<file path="src/logic/afp_pkg.sv">
// package: constants and carrier types for the amplifier fault protection supervisor
package afp_pkg;

  // clock rate and timing figures
  localparam int unsigned CLK_HZ = 50000000;
  localparam int unsigned POWERUP_MS = 10;
  localparam int unsigned DC_HOLD_MS = 420;
  localparam longint unsigned POWERUP_CYC = longint'(CLK_HZ) / 1000 * POWERUP_MS;
  localparam longint unsigned DC_HOLD_CYC = longint'(CLK_HZ) / 1000 * DC_HOLD_MS;

  // dc offset duty threshold in percent
  localparam int unsigned DC_DUTY_PCT = 60;
  // duty measurement window width in clock cycles
  localparam int unsigned DUTY_WIN_CYC = 100;
  localparam int unsigned DUTY_HI_CNT = DUTY_WIN_CYC * DC_DUTY_PCT / 100;

  // bit positions in the latched fault word
  localparam int unsigned FLT_OC = 0;
  localparam int unsigned FLT_OT = 1;
  localparam int unsigned FLT_DC = 2;
  localparam logic [2:0] FLT_NONE = 3'h0;

  // raw analog comparator outputs, asynchronous to ref_clk_i
  typedef struct packed {
    logic over_current;
    logic over_temp;
    logic supply_low;
    logic supply_high;
  } afp_sense_t;

  // differential pwm sign per channel: 1 means positive side dominant
  typedef struct packed {
    logic left_pos;
    logic right_pos;
  } afp_pwm_t;

endpackage

</file>
<file path="src/logic/afp_dc_detect.sv">
// file: per-channel dc offset detector on differential pwm polarity
`timescale 1ns/1ns
module afp_dc_detect #(
  parameter int unsigned WIN_CYC = 100,
  parameter int unsigned HI_CNT = 60,
  parameter longint unsigned HOLD_CYC = 21000000
) (
  input wire logic ref_clk_i,
  input wire logic rst_i,
  input wire logic enable_i,
  input wire logic pos_i,
  output logic fault_o
);
  localparam int WW = $clog2(WIN_CYC + 1);
  localparam int HW = $clog2(HOLD_CYC + 1);
  localparam logic [WW-1:0] WIN_LAST = WW'(WIN_CYC - 1);
  localparam logic [WW-1:0] HI_LIM = WW'(HI_CNT);
  localparam logic [HW-1:0] HOLD_LIM = HW'(HOLD_CYC);

  logic [WW-1:0] win_r, win_nxt, pcnt_r, pcnt_nxt;
  logic [HW-1:0] hold_r, hold_nxt;
  logic [1:0] pol_r, pol_nxt; // 2'b01 positive, 2'b10 negative, 0 none
  logic fault_nxt;
  logic [WW-1:0] pcnt_fin;
  logic [1:0] pol_now;

  // window duty measure, then hold counter on same polarity
  always_comb begin
    win_nxt = win_r + WW'(1);
    pcnt_nxt = pcnt_r + (pos_i ? WW'(1) : WW'(0));
    hold_nxt = hold_r;
    pol_nxt = pol_r;
    fault_nxt = 1'b0;
    pcnt_fin = pcnt_nxt;
    pol_now = 2'b00;
    if (pcnt_fin > HI_LIM) begin
      pol_now = 2'b01;
    end else if ((WW'(WIN_CYC) - pcnt_fin) > HI_LIM) begin
      pol_now = 2'b10;
    end
    if (!enable_i) begin
      win_nxt = '0;
      pcnt_nxt = '0;
      hold_nxt = '0;
      pol_nxt = 2'b00;
    end else if (win_r == WIN_LAST) begin
      win_nxt = '0;
      pcnt_nxt = '0;
      pol_nxt = pol_now;
      if (pol_now != 2'b00 && pol_now == pol_r) begin
        hold_nxt = (hold_r >= HOLD_LIM) ? hold_r : hold_r + HW'(WIN_CYC);
      end else begin
        hold_nxt = '0;
      end
    end
    fault_nxt = enable_i && (hold_nxt >= HOLD_LIM);
  end

  // registers
  always_ff @(posedge ref_clk_i) begin
    if (rst_i) begin
      win_r <= '0;
      pcnt_r <= '0;
      hold_r <= '0;
      pol_r <= 2'b00;
      fault_o <= 1'b0;
    end else begin
      win_r <= win_nxt;
      pcnt_r <= pcnt_nxt;
      hold_r <= hold_nxt;
      pol_r <= pol_nxt;
      fault_o <= fault_nxt;
    end
  end
endmodule

</file>
<file path="src/logic/afp_supervisor.sv">
// file: top of the amplifier fault protection supervisor
`timescale 1ns/1ns
module afp_supervisor #(
  parameter longint unsigned POWERUP_CYC = afp_pkg::POWERUP_CYC,
  parameter longint unsigned DC_HOLD_CYC = afp_pkg::DC_HOLD_CYC
) (
  input wire logic ref_clk_i,
  input wire logic rst_i,
  input wire logic shutdown_n_i,
  input wire afp_pkg::afp_sense_t sense_i,
  input wire afp_pkg::afp_pwm_t pwm_i,
  output logic protection_alarm_n_o,
  output logic protection_alarm_n_oe_o,
  output logic out_enable_o,
  output logic mute_o,
  output logic low_power_o,
  output logic [2:0] fault_latch_o
);
  localparam int PW = $clog2(POWERUP_CYC + 1);
  localparam logic [PW-1:0] PU_LAST = PW'(POWERUP_CYC - 1);

  // ----------------------------------------
  // input synchronisers
  // ----------------------------------------
  logic [4:0] s1_r, s2_r, s3_r;
  logic [4:0] raw_in;
  logic [4:0] stab_r, stab_nxt;
  assign raw_in = {shutdown_n_i, sense_i};

  // three-stage chains
  always_ff @(posedge ref_clk_i) begin
    if (rst_i) begin
      s1_r <= 5'h10;
      s2_r <= 5'h10;
      s3_r <= 5'h10;
    end else begin
      s1_r <= raw_in;
      s2_r <= s1_r;
      s3_r <= s2_r;
    end
  end

  // take a new value only when stages two and three agree
  always_comb begin
    for (int i = 0; i < 5; i++) begin
      stab_nxt[i] = (s2_r[i] == s3_r[i]) ? s3_r[i] : stab_r[i];
    end
  end

  always_ff @(posedge ref_clk_i) begin
    if (rst_i) begin
      stab_r <= 5'h10;
    end else begin
      stab_r <= stab_nxt;
    end
  end

  logic sd_n, oc, ot, uv, ov;
  assign sd_n = stab_r[4];
  assign oc = stab_r[3];
  assign ot = stab_r[2];
  assign uv = stab_r[1];
  assign ov = stab_r[0];

  // ----------------------------------------
  // power-up sequencing
  // ----------------------------------------
  typedef enum logic [1:0] {AFP_POWERUP, AFP_RUN} afp_state_t;
  afp_state_t state_r, state_nxt;
  logic [PW-1:0] pu_r, pu_nxt;

  // hold off amplification for the power-up interval
  always_comb begin
    state_nxt = state_r;
    pu_nxt = pu_r;
    case (state_r)
      AFP_POWERUP: begin
        pu_nxt = pu_r + PW'(1);
        if (pu_r == PU_LAST) begin
          state_nxt = AFP_RUN;
        end
      end
      AFP_RUN: begin
        pu_nxt = pu_r;
      end
      default: begin
        state_nxt = AFP_POWERUP;
        pu_nxt = '0;
      end
    endcase
  end

  always_ff @(posedge ref_clk_i) begin
    if (rst_i) begin
      state_r <= AFP_POWERUP;
      pu_r <= '0;
    end else begin
      state_r <= state_nxt;
      pu_r <= pu_nxt;
    end
  end

  // ----------------------------------------
  // dc detect per channel
  // ----------------------------------------
  logic dc_l, dc_r;
  logic amp_active;
  assign amp_active = (state_r == AFP_RUN) && sd_n && !uv && !ov
                      && (fault_latch_o == afp_pkg::FLT_NONE);

  afp_dc_detect #(
    .WIN_CYC(afp_pkg::DUTY_WIN_CYC),
    .HI_CNT(afp_pkg::DUTY_HI_CNT),
    .HOLD_CYC(DC_HOLD_CYC)
  ) u_dc_left (
    .ref_clk_i(ref_clk_i),
    .rst_i(rst_i),
    .enable_i(amp_active),
    .pos_i(pwm_i.left_pos),
    .fault_o(dc_l)
  );

  afp_dc_detect #(
    .WIN_CYC(afp_pkg::DUTY_WIN_CYC),
    .HI_CNT(afp_pkg::DUTY_HI_CNT),
    .HOLD_CYC(DC_HOLD_CYC)
  ) u_dc_right (
    .ref_clk_i(ref_clk_i),
    .rst_i(rst_i),
    .enable_i(amp_active),
    .pos_i(pwm_i.right_pos),
    .fault_o(dc_r)
  );

  // ----------------------------------------
  // fault latches and outputs
  // ----------------------------------------
  logic [2:0] latch_nxt;
  logic sd_seen_low_r, sd_seen_low_nxt;
  logic clr;
  logic alarm_n_nxt, oe_nxt, mute_nxt, lowp_nxt;

  // clear once shutdown has stood low two cycles, so an alarm wired back to
  // shutdown can free itself; new events win over the clear
  always_comb begin
    sd_seen_low_nxt = sd_seen_low_r;
    if (!sd_n) begin
      sd_seen_low_nxt = 1'b1;
    end else begin
      sd_seen_low_nxt = 1'b0;
    end
    clr = sd_seen_low_r && !sd_n;
    latch_nxt = clr ? afp_pkg::FLT_NONE : fault_latch_o;
    if (oc && state_r == AFP_RUN) begin
      latch_nxt[afp_pkg::FLT_OC] = 1'b1;
    end
    if (ot && state_r == AFP_RUN) begin
      latch_nxt[afp_pkg::FLT_OT] = 1'b1;
    end
    if (dc_l || dc_r) begin
      latch_nxt[afp_pkg::FLT_DC] = 1'b1;
    end
    alarm_n_nxt = (latch_nxt == afp_pkg::FLT_NONE);
    oe_nxt = !alarm_n_nxt; // open drain: drive only while pulling low
    mute_nxt = !sd_n;
    lowp_nxt = !sd_n || state_r != AFP_RUN;
  end

  // supply faults float outputs without alarm and recover unaided
  logic en_nxt;
  assign en_nxt = (state_r == AFP_RUN) && sd_n && !uv && !ov
                  && (latch_nxt == afp_pkg::FLT_NONE);

  always_ff @(posedge ref_clk_i) begin
    if (rst_i) begin
      sd_seen_low_r <= 1'b0;
      fault_latch_o <= 3'h0;
      protection_alarm_n_o <= 1'b1;
      protection_alarm_n_oe_o <= 1'b0;
      out_enable_o <= 1'b0;
      mute_o <= 1'b1;
      low_power_o <= 1'b1;
    end else begin
      sd_seen_low_r <= sd_seen_low_nxt;
      fault_latch_o <= latch_nxt;
      protection_alarm_n_o <= alarm_n_nxt;
      protection_alarm_n_oe_o <= oe_nxt;
      out_enable_o <= en_nxt;
      mute_o <= mute_nxt;
      low_power_o <= lowp_nxt;
    end
  end
endmodule

</file>
<file path="config.mk">
export PLATFORM = sky130hd
export DESIGN_NAME = afp_supervisor
export DESIGN_NICKNAME = d
export VERILOG_FILES = /design/src/logic/afp_pkg.sv /design/src/logic/afp_dc_detect.sv /design/src/logic/afp_supervisor.sv
export SDC_FILE = /design/constraint.sdc
export NUM_CORES = 1
export LEC_CHECK = 0
export BUFFER_PORTS_ARGS = -buffer_cell sky130_fd_sc_hd__buf_2
export CORE_AREA = 2 2 157 159
export CTS_BUF_LIST = sky130_fd_sc_hd__clkbuf_4
export DETAILED_ROUTE_END_ITERATION = 12
export DIE_AREA = 0 0 159 161
export GPL_TIMING_DRIVEN = 0
export SLEW_MARGIN = 0
export SYNTH_ARGS = -nofsm -noshare
export SYNTH_HDL_FRONTEND = slang
export SYNTH_HIERARCHICAL = 1
export SYNTH_SLANG_ARGS = --single-unit
</file>
<file path="constraint.sdc">
create_clock -name ref_clk_i -period 3.8 [get_ports ref_clk_i]
set_clock_uncertainty 0.1 [all_clocks]
set_input_delay 0.19 -clock ref_clk_i [delete_from_list [all_inputs] [get_ports ref_clk_i]]
set_output_delay 0.19 -clock ref_clk_i [all_outputs]
set_load 0.02 [all_outputs]
</file>
==> flow_summary_export.csv, run 1 <==
group,metric,value,unit
run_status,run_status,"finished clean",
clocking,postCtsSetupBuffers,0,
sta,timing.final.max_slew_violations,0,
sta,fmax,0.298,GHz
clocking,cts_h_tree_depth,4,
logic_synthesis,postSynthRegisterBits,129,
clocking,worst_skew_pair.late_latency,0.55,ns
hold_path,hold_class,"input port to register",
global_routing,number_of_global_route_vias_before_repair,4646,
worst_setup_path,critical-path-top-cell-by-count,"sky130_fd_sc_hd__clkbuf_1",
worst_setup_path,crit_path_top_delay_cell,"sky130_fd_sc_hd__nor4_1",
sta,report.final.hold_viol_count,0,
detailed_routing,count_of_tritonroute_iterations_in_the_first_routing_pass,4,
detailed_routing,vias,5099,
detailed_routing,drt_wl_total,13000,µm
worst_setup_path,cp_class,"register to register",
worst_setup_path,worst_ep_required_time,4.18,ns
floorplan,start_util,0.264,
layout,nNetsFinal,791,
clocking,cts-hold-fix-buffers,8,
worst_setup_path,timing.rr.start,"state_r[0]",
placement,portBuffers,16,
clocking,cts_tree,"yes",
global_routing,first_pass_grt_wire_length,22100,µm
logic_synthesis,post_synth_num_cell_types,62,
placement,dp_slack,0.410,ns
sta,post-route-min-period,3.35,ns
clocking,root_buffer,"sky130_fd_sc_hd__clkbuf_4",
clocking,post_cts_resize_count,0,
logic_synthesis,post_synth.cell_area_avg,8.71,µm²
global_routing,gr-usage-all-layers,0.104,
placement,post-dp-hpwl,9090,µm
logic_synthesis,synth_nets,748,
sta,setup_tns,0,ns
global_routing,grt_max_degree,17,
layout,layout.cells.most_common_list,"sky130_fd_sc_hd__dfxtp_1 (129), sky130_fd_sc_hd__nor2_1 (107), sky130_fd_sc_hd__nand2_1 (61)",
sta,relSlewSlack,0.420,
power,total_power,2.50,mW
clocking,numClockSinks,129,
worst_setup_path,cp.arrival,3.73,ns
worst_setup_path,end_kind,"register",
sta,worst_pin_slew,0.862,ns
clocking,cts.clk_slew.worst_paths,0.14,ns
sta,final_period_utilization,0.882,
detailed_routing,detail_route.vias_per_cell,4.60,
detailed_routing,post_drt_wl_per_cell,11.8,µm
logic_synthesis,number_of_synthesized_flops_with_an_enable_pin,0,
global_routing,globalRouteOverflowTotal,0,
logic_synthesis,synth_top_flop_cell,"sky130_fd_sc_hd__dfxtp_1",
detailed_routing,dr.first_iter.drc_count,278,
sta,layout_setup_ws,0.448,ns
global_routing,grt_antenna_before_repair,1,
layout,layoutNonFillerInstCount,1108,
sta,grt_setup_unrepaired,"false",
layout,post_route_cells_drive_above_1_share,0.111,
placement,post-place-cells,1067,
floorplan,floorplan.core_area,24000,µm²
job,max_cap_viol_count,0,
layout,post-route-util,0.302,
floorplan,row_count,57,
power,pwr_density_cell,346,nW/µm²
logic_synthesis,synth_async_sr_flop_share,0,
detailed_routing,drtAntennaViolNets,0,
sta,finalSetupViolations,0,
detailed_routing,post-route-drc-count,0,
logic_synthesis,ys.warnings.count,6,
floorplan,die_y,161,µm
hold_path,hold_start,"sense_i[0]",
floorplan,die_width,159,µm
logic_synthesis,syn_area,6330,µm²
worst_setup_path,critical_path_peak_fanout,10,
layout,synthToLayoutAreaGrowth,14.3,%
worst_setup_path,timing.critical_path.slowest_cell_delay,0.69,ns
clocking,cts_buffers,17,
clocking,clk_path_buf_depth,2,
power,static-leakage-power,2.38,nW
worst_setup_path,crit_chain,"clkbuf_1 -> nand3_1 -> nor4_1 -> nor2b_1 -> o31ai_1 -> a311o_1 -> clkbuf_1 -> a2111o_1 -> a41oi_2",
worst_setup_path,setup.worst_path.start_class,"register",
logic_synthesis,post_synth_inst_count,727,
placement,gp_congestion,0.820,
power,vdd.ir_drop.worst,0.000184,V
floorplan,boundaryPins,17,
worst_setup_path,cp-startpoint,"state_r[0]",
logic_synthesis,yosysSeqAreaShare,0.408,
layout,most_frequent_standard_cell_in_the_layout_excluding_fill_and_tap_cells,"sky130_fd_sc_hd__dfxtp_1",
floorplan,dieArea,25600,µm²
==> metrics by stage <==
| stage | instance area [µm²] | hold WS, ns |
|---|---|---|
| final | 7240 | 0.285 |
| after global routing | 7240 | 0.222 |
| after CTS | 7240 | 0.219 |
| after detailed placement | 6820 | 0.280 |
| after global placement | 6820 | 0.277 |
| after floorplan | 6330 | 0.194 |
==> critical path: cells and delay by family, from the launching register on <==
kind | cells | cell delay, ns
buffers and inverters | 2 | 0.55
AND/OR/NAND/NOR | 3 | 1.29
AO/OA/AOI/OAI | 4 | 0.95
flip-flops | 1 | 0.41
==> cells by family after synthesis <==
kind of cell	after synthesis	share of synthesized area
compound gates	103	0.119
xor+xnor	80	0.111
fa+ha+maj	12	0.0237
buf+inv	54	0.0401
flops	129	0.408
mux	7	0.0115
simple gates	342	0.288
==> state kept, by name (all words and copies together), names as in the netlist, 7 cells and up <==
signal / cells
u_dc_left/hold_r: 23
u_dc_right/hold_r: 23
pu_r: 19
u_dc_left/pcnt_r: 7
u_dc_left/win_r: 7
u_dc_right/pcnt_r: 7
u_dc_right/win_r: 7
==> path summary, 6_finish.rpt <==
path / cells after the start / slack [ns] / endpoint
max: 9 / 0.45 / u_dc_left/fault_o
min reg2reg: 1 / 0.32 / s2_r[4]
max reg2reg: 9 / 0.45 / u_dc_left/fault_o
min: 3 / 0.28 / s1_r[0]
==> per-layer routing <==
metal | vias up | part of all wire | global-route usage
li1 | 2648 | - | -
met1 | 2396 | 0.51 | 0.140
met2 | 49 | 0.45 | 0.160
met3 | 6 | 0.034 | 0.0326
met4 | 0 | 0.0053 | 0.0277
met5 | - | 0 | 0
==> where the power goes <==
group          total (mW)  leakage [nW]  internal, mW  switching, mW
clock                1.10         0.178         0.540          0.556
combinational      0.0399          1.16        0.0192         0.0207
sequential           1.37          1.04          1.36        0.00626
==> cells in the mapped netlist, types with 4 or more instances <==
| library cell | number | area share |
|---|---|---|
| sky130_fd_sc_hd__a2111o_1 | 4 | 0.0071 |
| sky130_fd_sc_hd__a211oi_1 | 5 | 0.0059 |
| sky130_fd_sc_hd__a21oi_1 | 16 | 0.013 |
| sky130_fd_sc_hd__a22oi_1 | 4 | 0.0047 |
| sky130_fd_sc_hd__a311o_1 | 4 | 0.0063 |
| sky130_fd_sc_hd__a31oi_1 | 9 | 0.0089 |
| sky130_fd_sc_hd__a32oi_1 | 4 | 0.0055 |
| sky130_fd_sc_hd__and2_1 | 4 | 0.0040 |
| sky130_fd_sc_hd__and3_1 | 19 | 0.019 |
| sky130_fd_sc_hd__and4_1 | 4 | 0.0055 |
| sky130_fd_sc_hd__buf_2 | 6 | 0.0047 |
| sky130_fd_sc_hd__buf_6 | 5 | 0.0089 |
| sky130_fd_sc_hd__clkbuf_1 | 24 | 0.014 |
| sky130_fd_sc_hd__dfxtp_1 | 129 | 0.41 |
| sky130_fd_sc_hd__ha_1 | 12 | 0.024 |
| sky130_fd_sc_hd__inv_1 | 14 | 0.0083 |
| sky130_fd_sc_hd__mux2i_1 | 5 | 0.0079 |
| sky130_fd_sc_hd__nand2_1 | 61 | 0.036 |
| sky130_fd_sc_hd__nand2b_1 | 11 | 0.011 |
| sky130_fd_sc_hd__nand3_1 | 22 | 0.017 |
| sky130_fd_sc_hd__nand3b_1 | 5 | 0.0059 |
| sky130_fd_sc_hd__nand4_1 | 26 | 0.026 |
| sky130_fd_sc_hd__nand4b_1 | 8 | 0.011 |
| sky130_fd_sc_hd__nor2_1 | 107 | 0.063 |
| sky130_fd_sc_hd__nor2b_1 | 22 | 0.022 |
| sky130_fd_sc_hd__nor3_1 | 11 | 0.0087 |
| sky130_fd_sc_hd__nor4_1 | 6 | 0.0059 |
| sky130_fd_sc_hd__nor4_2 | 4 | 0.0079 |
| sky130_fd_sc_hd__o211a_1 | 4 | 0.0063 |
| sky130_fd_sc_hd__o211ai_1 | 8 | 0.0095 |
| sky130_fd_sc_hd__o21ai_0 | 21 | 0.017 |
| sky130_fd_sc_hd__o31ai_1 | 4 | 0.0047 |
| sky130_fd_sc_hd__or2_2 | 6 | 0.0059 |
| sky130_fd_sc_hd__or3_1 | 6 | 0.0059 |
| sky130_fd_sc_hd__xnor2_1 | 35 | 0.048 |
| sky130_fd_sc_hd__xor2_1 | 45 | 0.062 |
==> cell type report <==
cell class                      instances  area (µm²)
Fill cell                            2590       16700
Multi-Input combinational cell        544        3500
Sequential cell                       129        2580
Tap cell                              324         405
Clock inverter                         14         203
Buffer                                 40         201
Timing Repair Buffer                   24         160
Clock buffer                           18         135
Inverter                               14        52.6
Antenna cell                            1        2.50
(Power assumes the default switching activity.)
==> run 2: changes to the inputs <==
--- a/config.mk
+++ b/config.mk
@@ -11,6 +11,7 @@
 export DETAILED_ROUTE_END_ITERATION = 12
 export DIE_AREA = 0 0 159 161
 export GPL_TIMING_DRIVEN = 0
+export PLACE_DENSITY = 0.37
 export SLEW_MARGIN = 0
 export SYNTH_ARGS = -nofsm -noshare
 export SYNTH_HDL_FRONTEND = slang
==> run 2 against run 1 <==
Effect of this change: cell count about the same; sequential share of layout area increased by 0.14 points; largest power group unchanged; combinational power up 3%; setup slack lost 0.069 ns; routed wire length grew 13%.
==> flow_summary_export.csv, run 2 (synthesis gave the netlist of run 1 again) <==
group,metric,value,unit
clocking,cts_tree,"yes",
clocking,cts_h_tree_depth,4,
floorplan,floorplan.core_area,24000,µm²
layout,synthToLayoutAreaGrowth,13.9,%
detailed_routing,drt_wl_total,14700,µm
detailed_routing,detail_route.vias_per_cell,4.66,
global_routing,globalRouteOverflowTotal,0,
detailed_routing,count_of_tritonroute_iterations_in_the_first_routing_pass,4,
clocking,clk_path_buf_depth,2,
global_routing,gr-usage-all-layers,0.118,
global_routing,first_pass_grt_wire_length,24700,µm
floorplan,start_util,0.264,
power,total_power,2.38,mW
worst_setup_path,timing.critical_path.slowest_cell_delay,0.45,ns
worst_setup_path,end_kind,"register",
detailed_routing,drtAntennaViolNets,0,
worst_setup_path,setup.worst_path.start_class,"register",
sta,report.final.hold_viol_count,0,
placement,portBuffers,16,
global_routing,grt_max_degree,17,
detailed_routing,post-route-drc-count,0,
placement,placement.cell_area,6820,µm²
worst_setup_path,cp-startpoint,"state_r[0]",
sta,finalSetupViolations,0,
worst_setup_path,cpLargestDelayFamily,"simple AND/OR/NAND/NOR gates",
floorplan,die_y,161,µm
layout,post_route_cells_drive_above_1_share,0.112,
placement,post-dp-hpwl,10200,µm
layout,biggest_regs,"u_dc_left/hold_r: 23 flops, u_dc_right/hold_r: 23 flops, pu_r: 19 flops",
worst_setup_path,cp_class,"register to register",
power,static-leakage-power,2.36,nW
global_routing,number_of_global_route_vias_before_repair,4920,
floorplan,row_count,57,
worst_setup_path,worst_ep_required_time,4.14,ns
detailed_routing,dr.first_iter.drc_count,285,
hold_path,hold_class,"input port to register",
global_routing,grt_antenna_before_repair,2,
sta,final_period_utilization,0.900,
worst_setup_path,cp.arrival,3.76,ns
layout,most_frequent_standard_cell_in_the_layout_excluding_fill_and_tap_cells,"sky130_fd_sc_hd__dfxtp_1",
hold_path,hold_start,"sense_i[0]",
floorplan,die_width,159,µm
clocking,worst_skew_pair.late_latency,0.53,ns
detailed_routing,vias,5169,
clocking,numClockSinks,129,
sta,fmax,0.292,GHz
power,pwr_density_cell,330,nW/µm²
clocking,root_buffer,"sky130_fd_sc_hd__clkbuf_4",
sta,relSlewSlack,0.522,
run_status,run_status,"finished clean",
worst_setup_path,critical_path_peak_fanout,10,
clocking,cts_buffers,17,
sta,worst_pin_slew,0.711,ns
worst_setup_path,timing.rr.start,"state_r[0]",
layout,post-route-cell-area,7210,µm²
layout,nNetsFinal,791,
placement,gp_congestion,0.746,
sta,grt_setup_unrepaired,"false",
sta,post-route-min-period,3.42,ns
sta,timing.final.max_slew_violations,0,
clocking,cts.clk_slew.worst_paths,0.13,ns
floorplan,boundaryPins,17,
job,max_cap_viol_count,0,
floorplan,dieArea,25600,µm²
worst_setup_path,critical-path-top-cell-by-count,"sky130_fd_sc_hd__clkbuf_1",
power,vdd.ir_drop.worst,0.000179,V
detailed_routing,post_drt_wl_per_cell,13.3,µm
worst_setup_path,crit_chain,"clkbuf_1 -> nand3_1 -> nor4_4 -> nor2b_1 -> o31ai_1 -> a311o_1 -> clkbuf_1 -> a2111o_1 -> a41oi_2",
worst_setup_path,critical_path.n_buffers_inverters,2,
layout,layout.cells.most_common_list,"sky130_fd_sc_hd__dfxtp_1 (129), sky130_fd_sc_hd__nor2_1 (107), sky130_fd_sc_hd__nand2_1 (61)",
worst_setup_path,crit_path_top_delay_cell,"sky130_fd_sc_hd__clkbuf_1",
run 2: area by class of cell:
cell class / instances / area (µm²)
fill: 2601 / 16800
multi-input combinational: 544 / 3510
sequential: 129 / 2580
tap: 324 / 405
buffer: 40 / 201
timing repair buffer: 24 / 160
clock inverter: 14 / 158
clock buffer: 18 / 135
inverter: 14 / 52.6
antenna: 2 / 5.00
run 2: per-layer routing:
layer	GRT usage	up-vias	share of wire	wire length, µm
li1	-	2647	-	-
met1	0.160	2461	0.52	7660
met2	0.184	55	0.45	6640
met3	0.0298	6	0.022	320
met4	0.0355	0	0.0077	114
met5	0	-	0	0
run 2: worst paths after layout:
path,end,slack [ns],depth (start not counted)
setup / recovery,u_dc_right/fault_o,0.38,9
setup reg to reg,u_dc_right/fault_o,0.38,9
hold reg to reg,s2_r[4],0.33,1
hold / removal,s1_r[0],0.29,3
run 2: repair_timing:
action / CTS / global route
gates resized for setup: 1 / 1
setup endpoints to repair: 38 / 7
setup buffers: 0 / 0
endpoints found under the hold margin: 8 / 0
pin swaps: 0 / 0
hold buffers: 8 / 0
run 2: tightest hold or removal path, stage by stage:
cell and delay (ns):
sky130_fd_sc_hd__dlygate4sd3_1 0.51, sky130_fd_sc_hd__buf_2 0.09, sky130_fd_sc_hd__nor2b_1 0.10
run 2: where the power goes:
group | switching, mW | internal [mW]
Clock | 0.559 | 0.409
Sequential | 0.00636 | 1.36
Combinational | 0.0219 | 0.0192
run 2: per-stage QoR:
step | setup slack, ns | std cells | TNS (ns) | hold slack, ns | utilization
floorplan | 1.19 | 727 | 0 | 0.194 | -
global placement | -0.252 | 1067 | -1.76 | 0.274 | 0.285
detailed placement | -0.236 | 1067 | -2.38 | 0.282 | 0.285
CTS | 0.111 | 1107 | 0 | 0.209 | 0.300
global route | 0.0634 | 1109 | 0 | 0.219 | 0.301
finish | 0.379 | 1109 | 0 | 0.288 | 0.301
